$ cat src/shared/stsptr_map.svh
// Frame geometry, pointer field layout and reset values of the pointer block.
`ifndef STSPTR_MAP_SVH
`define STSPTR_MAP_SVH
`define STSPTR_LAST_COL  7'h59
`define STSPTR_LAST_ROW  4'h8
`define STSPTR_PTR_ROW   4'h3
`define STSPTR_H1_COL    7'h00
`define STSPTR_H2_COL    7'h01
`define STSPTR_H3_COL    7'h02
`define STSPTR_SPE_COL   7'h03
`define STSPTR_A1_BYTE   8'hF6
`define STSPTR_A2_BYTE   8'h28
`define STSPTR_PTR_MAX   10'h30E
`define STSPTR_I_MASK    10'h2AA
`define STSPTR_D_MASK    10'h155
`define STSPTR_H1_FLAGS  6'h18
`define STSPTR_DUMMY     8'h00
`define STSPTR_PTR_RST   10'h000
`endif

$ cat src/shared/stsptr_pkg.sv
// Types shared by the pointer block.
package stsptr_pkg;
    typedef enum logic [1:0] {
        STSPTR_ADJ_NONE = 2'h0,
        STSPTR_ADJ_INC  = 2'h1,
        STSPTR_ADJ_DEC  = 2'h2
    } stsptr_adj_t;
    typedef enum logic {
        STSPTR_HUNT = 1'h0,
        STSPTR_SYNC = 1'h1
    } stsptr_sync_t;
    typedef struct packed {
        logic       aligned;
        logic       ptrValid;
        logic       ptrInvalid;
        logic       incSeen;
        logic       decSeen;
        logic [9:0] ptr;
    } stsptr_rx_t;
endpackage : stsptr_pkg

$ cat src/stsptr_adjust.sv
// Pointer interpreter, slip buffer and pointer adjuster of the STS-1 stream.
`timescale 1ns/1ps
`include "stsptr_map.svh"
// =====================================================================
// Overview of operation
// RULE1: Pointer word is H1 high byte, H2 low byte; low ten bits locate J1.
// RULE2: Pointer zero puts J1 right after the H3 byte.
// RULE3: Ten-bit pointer above 782 is flagged invalid, not used.
// RULE4: Pointer is read only after frame alignment is found and kept.
// RULE5: Buffer writes on write clock edges, reads on read clock edges.
// RULE6: With fill inside the band no adjustment happens.
// RULE7: Low fill inserts a dummy byte to hold the fill level.
// RULE8: Dummy byte sits right after H3, delaying the payload one byte.
// RULE9: A positive stuff frame carries inverted increment bits.
// RULE10: Received dummy byte after an increment is discarded.
// RULE11: Frame after positive stuff has normal bits, pointer plus one. The code inverts the increment bits again if fill is still below LOW_MARK.
// RULE12: High fill carries a payload byte in the H3 slot.
// RULE13: Negative stuff inverts decrement bits; next frame pointer minus one.
// RULE14: Increment bits are odd pointer bits, decrement bits even bits.
module stsptr_adjust #(
    parameter int DEPTH     = 16,
    parameter int LOW_MARK  = 4,
    parameter int HIGH_MARK = 12
) (
    input  wire logic                sys_clk,
    input  wire logic                sys_rst,
    input  wire logic                slipWriteClock,
    input  wire logic [7:0]          slipInputData,
    input  wire logic                slipReadClock,
    output logic [7:0]               slipOutputData,
    output logic                     outStrobe,
    output logic                     posStuffEvt,
    output logic                     negStuffEvt,
    output stsptr_pkg::stsptr_rx_t   rxStatus
);
    localparam int AW = $clog2(DEPTH);
    localparam logic [AW:0] LOW_F  = LOW_MARK[AW:0];
    localparam logic [AW:0] HIGH_F = HIGH_MARK[AW:0];

    // =================================================================
    // Pin synchronisers and edge detection.
    logic [2:0] wrClkS_r;
    logic [2:0] rdClkS_r;
    logic [7:0] wrDataS1_r;
    logic [7:0] wrByte;
    always_ff @(posedge sys_clk) begin
        if (sys_rst) begin
            wrClkS_r   <= 3'h0;
            rdClkS_r   <= 3'h0;
            wrDataS1_r <= 8'h00;
            wrByte     <= 8'h00;
        end else begin
            wrClkS_r   <= {wrClkS_r[1:0], slipWriteClock};
            rdClkS_r   <= {rdClkS_r[1:0], slipReadClock};
            wrDataS1_r <= slipInputData;
            wrByte     <= wrDataS1_r;
        end
    end
    wire wrEdge = wrClkS_r[1] & ~wrClkS_r[2]; // RULE5
    wire rdEdge = rdClkS_r[1] & ~rdClkS_r[2]; // RULE5

    // =================================================================
    // Receive framing and pointer interpretation.
    stsptr_pkg::stsptr_sync_t rxSync_r;
    stsptr_pkg::stsptr_rx_t   rxStat_r;
    logic [3:0] rxRow_r;
    logic [6:0] rxCol_r;
    logic       prevA1_r;
    logic [7:0] h1Byte_r;
    wire rxLock = rxSync_r == stsptr_pkg::STSPTR_SYNC;
    wire rxEol  = rxCol_r == `STSPTR_LAST_COL;
    wire [6:0] rxColNxt = rxEol ? 7'h00 : rxCol_r + 7'h01;
    wire [3:0] rxRowNxt = !rxEol ? rxRow_r :
        (rxRow_r == `STSPTR_LAST_ROW) ? 4'h0 : rxRow_r + 4'h1;
    wire rxRow0 = rxRow_r == 4'h0;
    wire rxRowP = rxRow_r == `STSPTR_PTR_ROW;
    wire rxFrameErr = rxRow0 &&
        ((rxCol_r == 7'h00 && wrByte != `STSPTR_A1_BYTE) ||
         (rxCol_r == 7'h01 && wrByte != `STSPTR_A2_BYTE));
    wire rxAtH1 = rxLock && rxRowP && rxCol_r == `STSPTR_H1_COL;
    wire rxAtH2 = rxLock && rxRowP && rxCol_r == `STSPTR_H2_COL; // RULE4
    wire [15:0] ptrWord = {h1Byte_r, wrByte}; // RULE1
    wire [9:0]  rxNew   = ptrWord[9:0]; // RULE1
    wire [9:0]  rxDiff  = rxNew ^ rxStat_r.ptr;
    wire rxIsInc = rxStat_r.ptrValid && rxDiff == `STSPTR_I_MASK; // RULE14
    wire rxIsDec = rxStat_r.ptrValid && rxDiff == `STSPTR_D_MASK; // RULE14
    wire rxOver  = rxNew > `STSPTR_PTR_MAX; // RULE3
    wire [9:0] rxPlus  = (rxStat_r.ptr == `STSPTR_PTR_MAX) ? 10'h000 :
        rxStat_r.ptr + 10'h001;
    wire [9:0] rxMinus = (rxStat_r.ptr == 10'h000) ? `STSPTR_PTR_MAX :
        rxStat_r.ptr - 10'h001;

    always_ff @(posedge sys_clk) begin
        if (sys_rst) begin
            rxSync_r <= stsptr_pkg::STSPTR_HUNT;
            rxStat_r <= '0;
            rxRow_r  <= 4'h0;
            rxCol_r  <= 7'h00;
            prevA1_r <= 1'b0;
            h1Byte_r <= 8'h00;
        end else if (wrEdge) begin
            prevA1_r <= wrByte == `STSPTR_A1_BYTE;
            if (!rxLock) begin
                if (prevA1_r && wrByte == `STSPTR_A2_BYTE) begin // RULE4
                    rxSync_r         <= stsptr_pkg::STSPTR_SYNC;
                    rxStat_r.aligned <= 1'b1;
                    rxRow_r          <= 4'h0;
                    rxCol_r          <= `STSPTR_H3_COL;
                end
            end else begin
                rxRow_r <= rxRowNxt;
                rxCol_r <= rxColNxt;
                if (rxFrameErr) begin // RULE4
                    rxSync_r         <= stsptr_pkg::STSPTR_HUNT;
                    rxStat_r.aligned <= 1'b0;
                end
                if (rxAtH1) begin
                    h1Byte_r         <= wrByte;
                    rxStat_r.incSeen <= 1'b0;
                    rxStat_r.decSeen <= 1'b0;
                end
                if (rxAtH2) begin
                    if (rxIsInc) begin
                        rxStat_r.incSeen <= 1'b1;
                        rxStat_r.ptr     <= rxPlus;
                    end else if (rxIsDec) begin
                        rxStat_r.decSeen <= 1'b1;
                        rxStat_r.ptr     <= rxMinus;
                    end else if (rxOver) begin // RULE3
                        rxStat_r.ptrValid   <= 1'b0;
                        rxStat_r.ptrInvalid <= 1'b1;
                    end else begin
                        rxStat_r.ptr        <= rxNew;
                        rxStat_r.ptrValid   <= 1'b1;
                        rxStat_r.ptrInvalid <= 1'b0;
                    end
                end
            end
        end
    end
    assign rxStatus = rxStat_r;

    // =================================================================
    // Slip buffer.
    logic [7:0]  mem [DEPTH];
    logic [AW-1:0] wrIdx_r;
    logic [AW-1:0] rdIdx_r;
    logic [AW:0]   fill_r;
    wire bufEmpty = fill_r == '0;
    wire bufFull  = fill_r == DEPTH[AW:0];
    wire rxStuffSlot = rxRowP && rxCol_r == `STSPTR_SPE_COL &&
        rxStat_r.incSeen;
    wire rxH3Data = rxRowP && rxCol_r == `STSPTR_H3_COL && rxStat_r.decSeen;
    wire wrEn = wrEdge && rxLock && !bufFull &&
        ((rxCol_r >= `STSPTR_SPE_COL && !rxStuffSlot) || rxH3Data); // RULE10
    logic rdPop;
    always_ff @(posedge sys_clk) begin
        if (wrEn) begin
            mem[wrIdx_r] <= wrByte;
        end
    end
    always_ff @(posedge sys_clk) begin
        if (sys_rst) begin
            wrIdx_r <= '0;
            rdIdx_r <= '0;
            fill_r  <= '0;
        end else begin
            wrIdx_r <= wrIdx_r + AW'(wrEn);
            rdIdx_r <= rdIdx_r + AW'(rdPop);
            fill_r  <= fill_r + (AW + 1)'(wrEn) - (AW + 1)'(rdPop);
        end
    end

    // =================================================================
    // Transmit frame generation and pointer adjustment.
    stsptr_pkg::stsptr_adj_t txAdj_r;
    stsptr_pkg::stsptr_adj_t txAdjNxt;
    logic [9:0] txPtr_r;
    logic [9:0] txPtrNxt;
    logic [3:0] txRow_r;
    logic [6:0] txCol_r;
    wire txEol = txCol_r == `STSPTR_LAST_COL;
    wire txRow0 = txRow_r == 4'h0;
    wire txRowP = txRow_r == `STSPTR_PTR_ROW;
    wire txStart = rdEdge && txRow0 && txCol_r == 7'h00;
    wire txInc = txAdj_r == stsptr_pkg::STSPTR_ADJ_INC;
    wire txDec = txAdj_r == stsptr_pkg::STSPTR_ADJ_DEC;
    wire txAtH3 = txRowP && txCol_r == `STSPTR_H3_COL;
    wire txAtStuff = txRowP && txCol_r == `STSPTR_SPE_COL && txInc; // RULE8
    wire [9:0] txWord = txPtr_r ^ (txInc ? `STSPTR_I_MASK : // RULE9
        txDec ? `STSPTR_D_MASK : 10'h000); // RULE13
    wire txHdr = (txRow0 || txRowP) && txCol_r < `STSPTR_H3_COL;
    wire [7:0] txHdrByte = txRow0 ?
        ((txCol_r == 7'h00) ? `STSPTR_A1_BYTE : `STSPTR_A2_BYTE) :
        ((txCol_r == `STSPTR_H1_COL) ? {`STSPTR_H1_FLAGS, txWord[9:8]} :
         txWord[7:0]); // RULE1
    assign rdPop = rdEdge && !bufEmpty && !txAtStuff && // RULE8
        (txCol_r >= `STSPTR_SPE_COL || (txAtH3 && txDec)); // RULE12
    wire [7:0] txSel = txHdr ? txHdrByte :
        rdPop ? mem[rdIdx_r] : `STSPTR_DUMMY;
    always_comb begin
        txAdjNxt = stsptr_pkg::STSPTR_ADJ_NONE; // RULE6
        if (fill_r < LOW_F) begin
            txAdjNxt = stsptr_pkg::STSPTR_ADJ_INC; // RULE7
        end else if (fill_r > HIGH_F) begin
            txAdjNxt = stsptr_pkg::STSPTR_ADJ_DEC; // RULE12
        end
        case (txAdj_r)
            stsptr_pkg::STSPTR_ADJ_INC: txPtrNxt = // RULE11
                (txPtr_r == `STSPTR_PTR_MAX) ? 10'h000 : txPtr_r + 10'h001;
            stsptr_pkg::STSPTR_ADJ_DEC: txPtrNxt = // RULE13
                (txPtr_r == 10'h000) ? `STSPTR_PTR_MAX : txPtr_r - 10'h001;
            default: txPtrNxt = txPtr_r;
        endcase
    end
    always_ff @(posedge sys_clk) begin
        if (sys_rst) begin
            txAdj_r        <= stsptr_pkg::STSPTR_ADJ_NONE;
            txPtr_r        <= `STSPTR_PTR_RST; // RULE2
            txRow_r        <= 4'h0;
            txCol_r        <= 7'h00;
            slipOutputData <= 8'h00;
            outStrobe      <= 1'b0;
            posStuffEvt    <= 1'b0;
            negStuffEvt    <= 1'b0;
        end else begin
            outStrobe   <= rdEdge;
            posStuffEvt <= rdEdge && txAtStuff;
            negStuffEvt <= rdEdge && txAtH3 && txDec;
            if (rdEdge) begin
                slipOutputData <= txSel;
                txCol_r <= txEol ? 7'h00 : txCol_r + 7'h01;
                if (txEol) begin
                    txRow_r <= (txRow_r == `STSPTR_LAST_ROW) ? 4'h0 :
                        txRow_r + 4'h1;
                end
            end
            if (txStart) begin
                txAdj_r <= txAdjNxt;
                txPtr_r <= txPtrNxt;
            end
        end
    end

    // =================================================================
    // Checks.
    a_ptr_invalid: assert property ( // RULE3
        @(posedge sys_clk) disable iff (sys_rst)
        (wrEdge && rxAtH2 && rxOver && !rxIsInc && !rxIsDec)
        |=> (rxStat_r.ptrInvalid && !rxStat_r.ptrValid))
        else $error("Out of range pointer not flagged.");
    a_hunt_holds_ptr: assert property ( // RULE4
        @(posedge sys_clk) disable iff (sys_rst)
        !rxLock |=> $stable(rxStat_r.ptr))
        else $error("Pointer changed without alignment.");
    a_rx_discard: assert property ( // RULE10
        @(posedge sys_clk) disable iff (sys_rst)
        (wrEdge && rxLock && rxStuffSlot) |-> !wrEn)
        else $error("Received stuff byte was stored.");
    a_read_on_edge: assert property ( // RULE5
        @(posedge sys_clk) disable iff (sys_rst)
        rdPop |-> (rdEdge && !bufEmpty))
        else $error("Buffer read off a read clock edge.");
    a_pos_dummy: assert property ( // RULE8
        @(posedge sys_clk) disable iff (sys_rst)
        posStuffEvt |-> (slipOutputData == `STSPTR_DUMMY && outStrobe))
        else $error("Stuff slot did not carry the dummy byte.");
    a_inc_bits: assert property ( // RULE9
        @(posedge sys_clk) disable iff (sys_rst)
        (rdEdge && txRowP && txCol_r == `STSPTR_H2_COL && txInc)
        |=> slipOutputData == ($past(txPtr_r[7:0]) ^ 8'hAA))
        else $error("Increment bits not inverted.");
    a_ptr_plus: assert property ( // RULE11
        @(posedge sys_clk) disable iff (sys_rst)
        (txStart && txInc) |=>
        (txPtr_r == $past(txPtr_r) + 10'h001 || txPtr_r == 10'h000))
        else $error("Pointer not stepped up after stuff.");
    a_ptr_minus: assert property ( // RULE13
        @(posedge sys_clk) disable iff (sys_rst)
        (txStart && txDec) |=>
        (txPtr_r == $past(txPtr_r) - 10'h001 || $past(txPtr_r) == 10'h000))
        else $error("Pointer not stepped down after stuff.");
    a_neg_h3: assert property ( // RULE12
        @(posedge sys_clk) disable iff (sys_rst)
        (rdEdge && txAtH3 && txDec && !bufEmpty) |-> rdPop ##1 negStuffEvt)
        else $error("H3 slot did not carry payload.");
    a_band_none: assert property ( // RULE6
        @(posedge sys_clk) disable iff (sys_rst)
        (txStart && fill_r >= LOW_F && fill_r <= HIGH_F)
        |=> txAdj_r == stsptr_pkg::STSPTR_ADJ_NONE)
        else $error("Adjustment with fill inside the band.");
endmodule : stsptr_adjust

$ cat config.mk
export PLATFORM = sky130hd
export DESIGN_NAME = stsptr_adjust
export DESIGN_NICKNAME = d
export VERILOG_FILES = /design/src/shared/stsptr_pkg.sv /design/src/stsptr_adjust.sv
export VERILOG_INCLUDE_DIRS = /design/src /design/src/shared
export SDC_FILE = /design/constraint.sdc
export NUM_CORES = 1
export LEC_CHECK = 0
export ABC_AREA = 1
export BUFFER_PORTS_ARGS = -buffer_cell sky130_fd_sc_hd__clkbuf_2
export CAP_MARGIN = 20
export CORE_AREA = 2 2 146 148
export DETAILED_ROUTE_END_ITERATION = 8
export DIE_AREA = 0 0 148 150
export PLACE_DENSITY_LB_ADDON = 0.12
export SLEW_MARGIN = 20
export SYNTH_ARGS = -nofsm -noshare
export SYNTH_HDL_FRONTEND = slang
export SYNTH_SLANG_ARGS = --single-unit
$ cat constraint.sdc
create_clock -name sys_clk -period 3.28 [get_ports sys_clk]
set_input_delay 0.492 -clock sys_clk [delete_from_list [all_inputs] [get_ports sys_clk]]
set_output_delay 0.492 -clock sys_clk [all_outputs]
set_load 0.01 [all_outputs]
After elaboration in Yosys (flattened, before gate mapping)
Memory sizes are Yosys's and may differ from the RTL's. A register that Yosys moved wholly into a read port is not among the register bits.
Index checks and enable logic that the tools add are counted.

word-level totals
  RAM bits = 128
  logic and storage cells = 175
  memories = 1
  register bits after elaboration = 99
  output and inout bits = 26
  input bits = 12

memories
  name  depth  width  read ports  clocked after memory_dff  write ports  line                  text
  mem   16     8      1           1                         1            stsptr_adjust.sv:145  logic [7:0] mem [DEPTH];

cells by class
  $add $sub $neg = 12
  bitwise gates (word level) = 8
  $lt $le $gt $ge = 6
  muxes and demuxes = 41
  equality and inequality tests = 25
  reduce and logical (&&, ||, !) cells = 56

operators by type and width
  operator                 count
  $mux W10                 8
  $mux W8                  5
  $eq A10 B10 Y1 const B   3
  $logic_and A1 B1 Y1      30
  $eq A7 B2 Y1 const B     4
  $mux W7                  4
  $mux W4                  6
  $add A10 B1 Y10 const B  2
  $logic_not A10 Y1        2
  $pmux W10 S2             1
  $sub A10 B1 Y10 const B  2
  $xor A10 B10 Y10         2
  $add A7 B1 Y7 const B    2
  $eq A7 B7 Y1 const B     2
  $ge A7 B2 Y1 const B     2
  $logic_not A7 Y1         2
  $mux W12                 1
  $mux W1                  11
  $eq A10 B9 Y1 const B    1
  $gt A10 B10 Y1 const B   1
  $mux W9                  1
  $reduce_and A3 Y1        3
  $add A4 B1 Y4            2
  $add A4 B1 Y4 const B    2
  other kinds (28)         49

Logic depth before layout (Yosys ltp)
  depth after elaboration = 9
  mapped depth = 16
  depth with buffers taken out = 16

Least setup slack after synthesis
No wires, ideal clock.

  path kind = flip-flop to flip-flop
  start point = register txRow_r[0]
  end point = register fill_r[4]
  arrival = 2,398 ps
  path slack = 758 ps
  setup time = 125 ps
  buffers on the path = 0
  required time = 3,155 ps
  clock period less this slack = 2,522 ps
  stages on the path, launching flop included = 16
  path through = dfxtp_1 -> ha_1 -> inv_1 -> nor3_1 -> nand4_1 -> nand3_1 -> inv_1 -> ha_1 -> inv_1 -> ha_1 -> inv_1 -> fa_1 -> nor3_1 -> a211oi_1 -> o21ai_0 -> a21oi_1

on the way
  longest elaborated chain between the ends = 7
  elaborated cells on any way between the ends = 10
  those cells by class = 1 x add/sub; 1 x eq/ne; 8 x reduce/logical

ends and longest elaborated chain
  element                               line                  text
  from (decl)                           stsptr_adjust.sv:180  logic [3:0] txRow_r;
  from (signal assigned)                stsptr_adjust.sv:234  txRow_r <= (txRow_r == `STSPTR_LAST_ROW) ? 4'h0 :
  $eq A4 B2 Y1 (no source line) (*)     n/a
  $logic_and A1 B1 Y1 (no source line)  n/a
  $logic_and A1 B1 Y1                   stsptr_adjust.sv:189  wire txAtStuff = txRowP && txCol_r == `STSPTR_SPE_COL && txInc;
  $logic_not A1 Y1                      stsptr_adjust.sv:197  assign rdPop = rdEdge && !bufEmpty && !txAtStuff &&
  $logic_and A1 B1 Y1                   stsptr_adjust.sv:197
  $logic_and A1 B1 Y1 (*)               stsptr_adjust.sv:197
  $sub A5 B1 Y5 (*)                     stsptr_adjust.sv:170  fill_r <= fill_r + (AW + 1)'(wrEn) - (AW + 1)'(rdPop);
  to (signal assigned)                  stsptr_adjust.sv:170
  to (decl)                             stsptr_adjust.sv:148  logic [AW:0] fill_r;

Every way passes the cells marked *; elsewhere a longest branch is shown, timed or not.
A chain may end at the register's enable or synchronous reset.

Final worst setup path
Same ends and word-level chain as after synthesis.

==> results.yml <==
place:
  post-place-cells: 1635
  portBuffers: 37
  dp_hpwl_mm: 17.9
  place_ws_ns: 0.422
  routabilityCongestion: 0.889
  place_area_mm2: 0.0117
worst_hold_path:
  hold_class: "in -> reg"
synth:
  synth_largest_area_cell: "edfxtp_1"
  async_flop_share: 0
  syn_avg_cell_area_um2: 8.32
  synth.area.top_cells: "edfxtp_1, dfxtp_1, nand2_1"
  synth_top_cell_area_share: 0.342
  syn-cell-area_mm2: 0.0112
  syn_inst: 1350
  synthFlopType: "edfxtp_1"
  synth.distinct_cells: 46
  yosysSeqAreaShare: 0.519
  ys_warn_count: 0
  synth_seq_cells: 227
  synth_nets: 1397
  synth_edf_count: 128
cts:
  clkSlewWorstSetupHoldPaths_ns: 0.06
  clkSinkCount: 227
  post_cts_buffers: 0
  cts_buffers: 25
  cts.path.max_buffers: 3
  cts_root_buf: "clkbuf_16"
  cts_tree: "done"
  clk_latency_ns: 0.51
  htreeDepth: 1
die:
  fp-row-count: 53
  ioPinCount: 38
  fp.dieH_um: 150
  die_x_um: 148
  die_area_mm2: 0.0222
  core_area_mm2: 0.0207
  start_util: 0.543
global_route:
  grt.total_usage: 0.238
  grt_max_degree: 66
  grt_pass1_wl_mm: 42.8
  grt_pass1_vias: 8251
  overflow: 0
  antenna_found_initial: 0
setup_path:
  slowest_stage: "fa_1"
  crit_fanout: 3
  cp.arrival_ns: 3.16
  crit_chain: "ha_1, inv_1, nor3_2, nand4_1, nand3_1, inv_1, ha_1, inv_1, ha_1, inv_1, fa_1, nor3_1, a211oi_1, o21ai_0, a21oi_1"
  startpoint_type: "flop"
  cpMostUsedCell: "inv_1"
  slowest_delay_ns: 0.39
  end_kind: "flop"
  critical_path_class: "reg -> reg"
  required_ns: 3.67
flow_run:
  cap_violations: 0
drt:
  viasPerCell: 5.35
  detail-route-antenna-nets: 0
  route.vias.total: 8988
  wl_per_cell_um: 15.6
  drt_iter0_drc: 642
  wirelength_mm: 26.2
  drc: 0
  firstDrtPassIters: 7
sta:
  fin_setup_tns_ns: 0
  rsz0062_at_grt: "no"
  skew_ns: 0.0129
  worstMarginPinSlew_ns: 0.786
  setup_violations: 0
  fmax_mhz: 360
  relSlewSlack: 0.474
  finalMaxSlewViolations: 0
  postLayoutSetupSlackWorst_ns: 0.503
  finalHoldViolations: 0
  finalCritPeriodShare: 0.847
  fin_crit_ns: 2.78
power:
  p_leak_uw: 0.00521
  ir_drop_v: 0.000441
  cellPowerDensity_mw_per_mm2: 473
cells_and_area:
  drive_gt1_frac: 0.0990
  design_area_mm2: 0.0125
  nNetsFinal: 1434
  num_antenna_cells: 0
  instances_no_fill: 1679
  area_growth_syn_to_layout_pct: 11.3
outcome:
  status: "finished, final reports clean"
[layout make-up]
cell class | count | area [um^2]
Tap cell | 275 | 344
Clock inverter | 10 | 106
Inverter | 135 | 514
Fill cell | 1887 | 8190
Multi-Input combinational cell | 936 | 4650
Clock buffer | 34 | 689
Timing Repair Buffer | 62 | 373
Sequential cell | 227 | 5830
[kinds of logic after synthesis]
| family | count (synthesis) | share of synthesized area |
|---|---|---|
| flops | 227 | 0.519 |
| buf+inv | 187 | 0.0680 |
| xor+xnor | 30 | 0.0234 |
| fa+ha+maj | 35 | 0.0397 |
| compound gates | 127 | 0.0594 |
| simple gates | 744 | 0.291 |
[Yosys cell counts, types with 7 or more instances]
library cell	count
xor2_1	22
nor2_1	145
ha_1	34
nor3_1	22
edfxtp_1	128
dfxtp_1	99
nor2_2	7
nand4_1	18
nand3_1	183
nand2_1	342
o21ai_0	53
a21oi_1	55
clkbuf_1	29
buf_2	10
inv_1	120
buf_1	7
inv_2	12
xnor2_1	8
[registers in the layout, indices dropped and copies added, names as in the netlist]
name / cells
posStuffEvt: 1
rxStatus: 15
outStrobe: 1
txCol_r: 7
txRow_r: 4
mem: 128
wrDataS1_r: 8
rdClkS_r: 3
wrByte: 8
txPtr_r: 10
wrClkS_r: 3
negStuffEvt: 1
txAdj_r: 2
slipOutputData: 8
rxRow_r: 4
h1Byte_r: 2
rdIdx_r: 4
prevA1_r: 1
wrIdx_r: 4
rxLock: 1
rxCol_r: 7
fill_r: 5
[worst max-delay path, delay by kind of cell, from the launching register on]
kind	cells	cell delay [ns]
flops	1	0.35
fa+ha+maj	4	1.00
compound gates	3	0.33
simple gates	4	0.72
buf+inv	4	0.25
[placed cells by master, fill, tap and decap left out, types with 3 or more instances in the layout]
master	instances
nand2_1	342
nand3_1	183
nor2_1	145
edfxtp_1	128
inv_1	120
dfxtp_1	98
a21oi_1	55
o21ai_0	53
clkbuf_2	37
ha_1	34
clkbuf_16	25
buf_4	25
xor2_1	22
nor3_1	21
nand4_1	18
inv_2	12
xnor2_1	8
nor2_2	7
clkbuf_1	6
nand3_2	5
a211oi_1	5
o21ai_1	5
nor3b_1	4
nand2_2	3
clkinv_1	3
a31oi_1	3
clkbuf_8	3
clkinv_2	3
[per-stage QoR]
step | util | hold WS (ns) | power [uW]
6_report | 0.604 | 0.171 | 5920
5_1_grt | 0.604 | 0.163 | 6100
4_1_cts | 0.604 | 0.162 | 5960
3_5_place_dp | 0.566 | 0.393 | 3260
3_3_place_gp | 0.566 | 0.391 | 3260
2_1_floorplan | - | 0.388 | 3200
[path summary, 6_finish.rpt]
path / end / slack, ns / startpoint / cells after the start
worst max-delay path: fill_r[4] / 0.50 / txRow_r[0] / 15
worst min register to register: wrByte[7] / 0.40 / wrDataS1_r[7] / 2
worst min-delay path: wrDataS1_r[7] / 0.17 / slipInputData[7] / 3
worst max register to register: fill_r[4] / 0.50 / txRow_r[0] / 15
[repair_timing]
action | in CTS | in global routing
endpoints found under the setup margin | 0 | 1
gates resized for setup | 0 | 1
hold buffers | 0 | 0
[routing by layer]
layer  up-vias  track usage  part of all wire
met5         -            0                 0
met3        46       0.0302             0.059
met4         0       0.0690             0.025
li1       4537            -                 -
met1      4151        0.338              0.46
met2       254        0.387              0.46
[where the power goes]
| part | leakage [uW] | switching [uW] | internal (uW) |
|---|---|---|---|
| Clock | 0.000385 | 1090 | 1620 |
| Sequential | 0.00198 | 24.2 | 3020 |
| Combinational | 0.00284 | 111 | 53.2 |
| Total | 0.00521 | 1220 | 4690 |
Power figures use the tool's default switching activity.
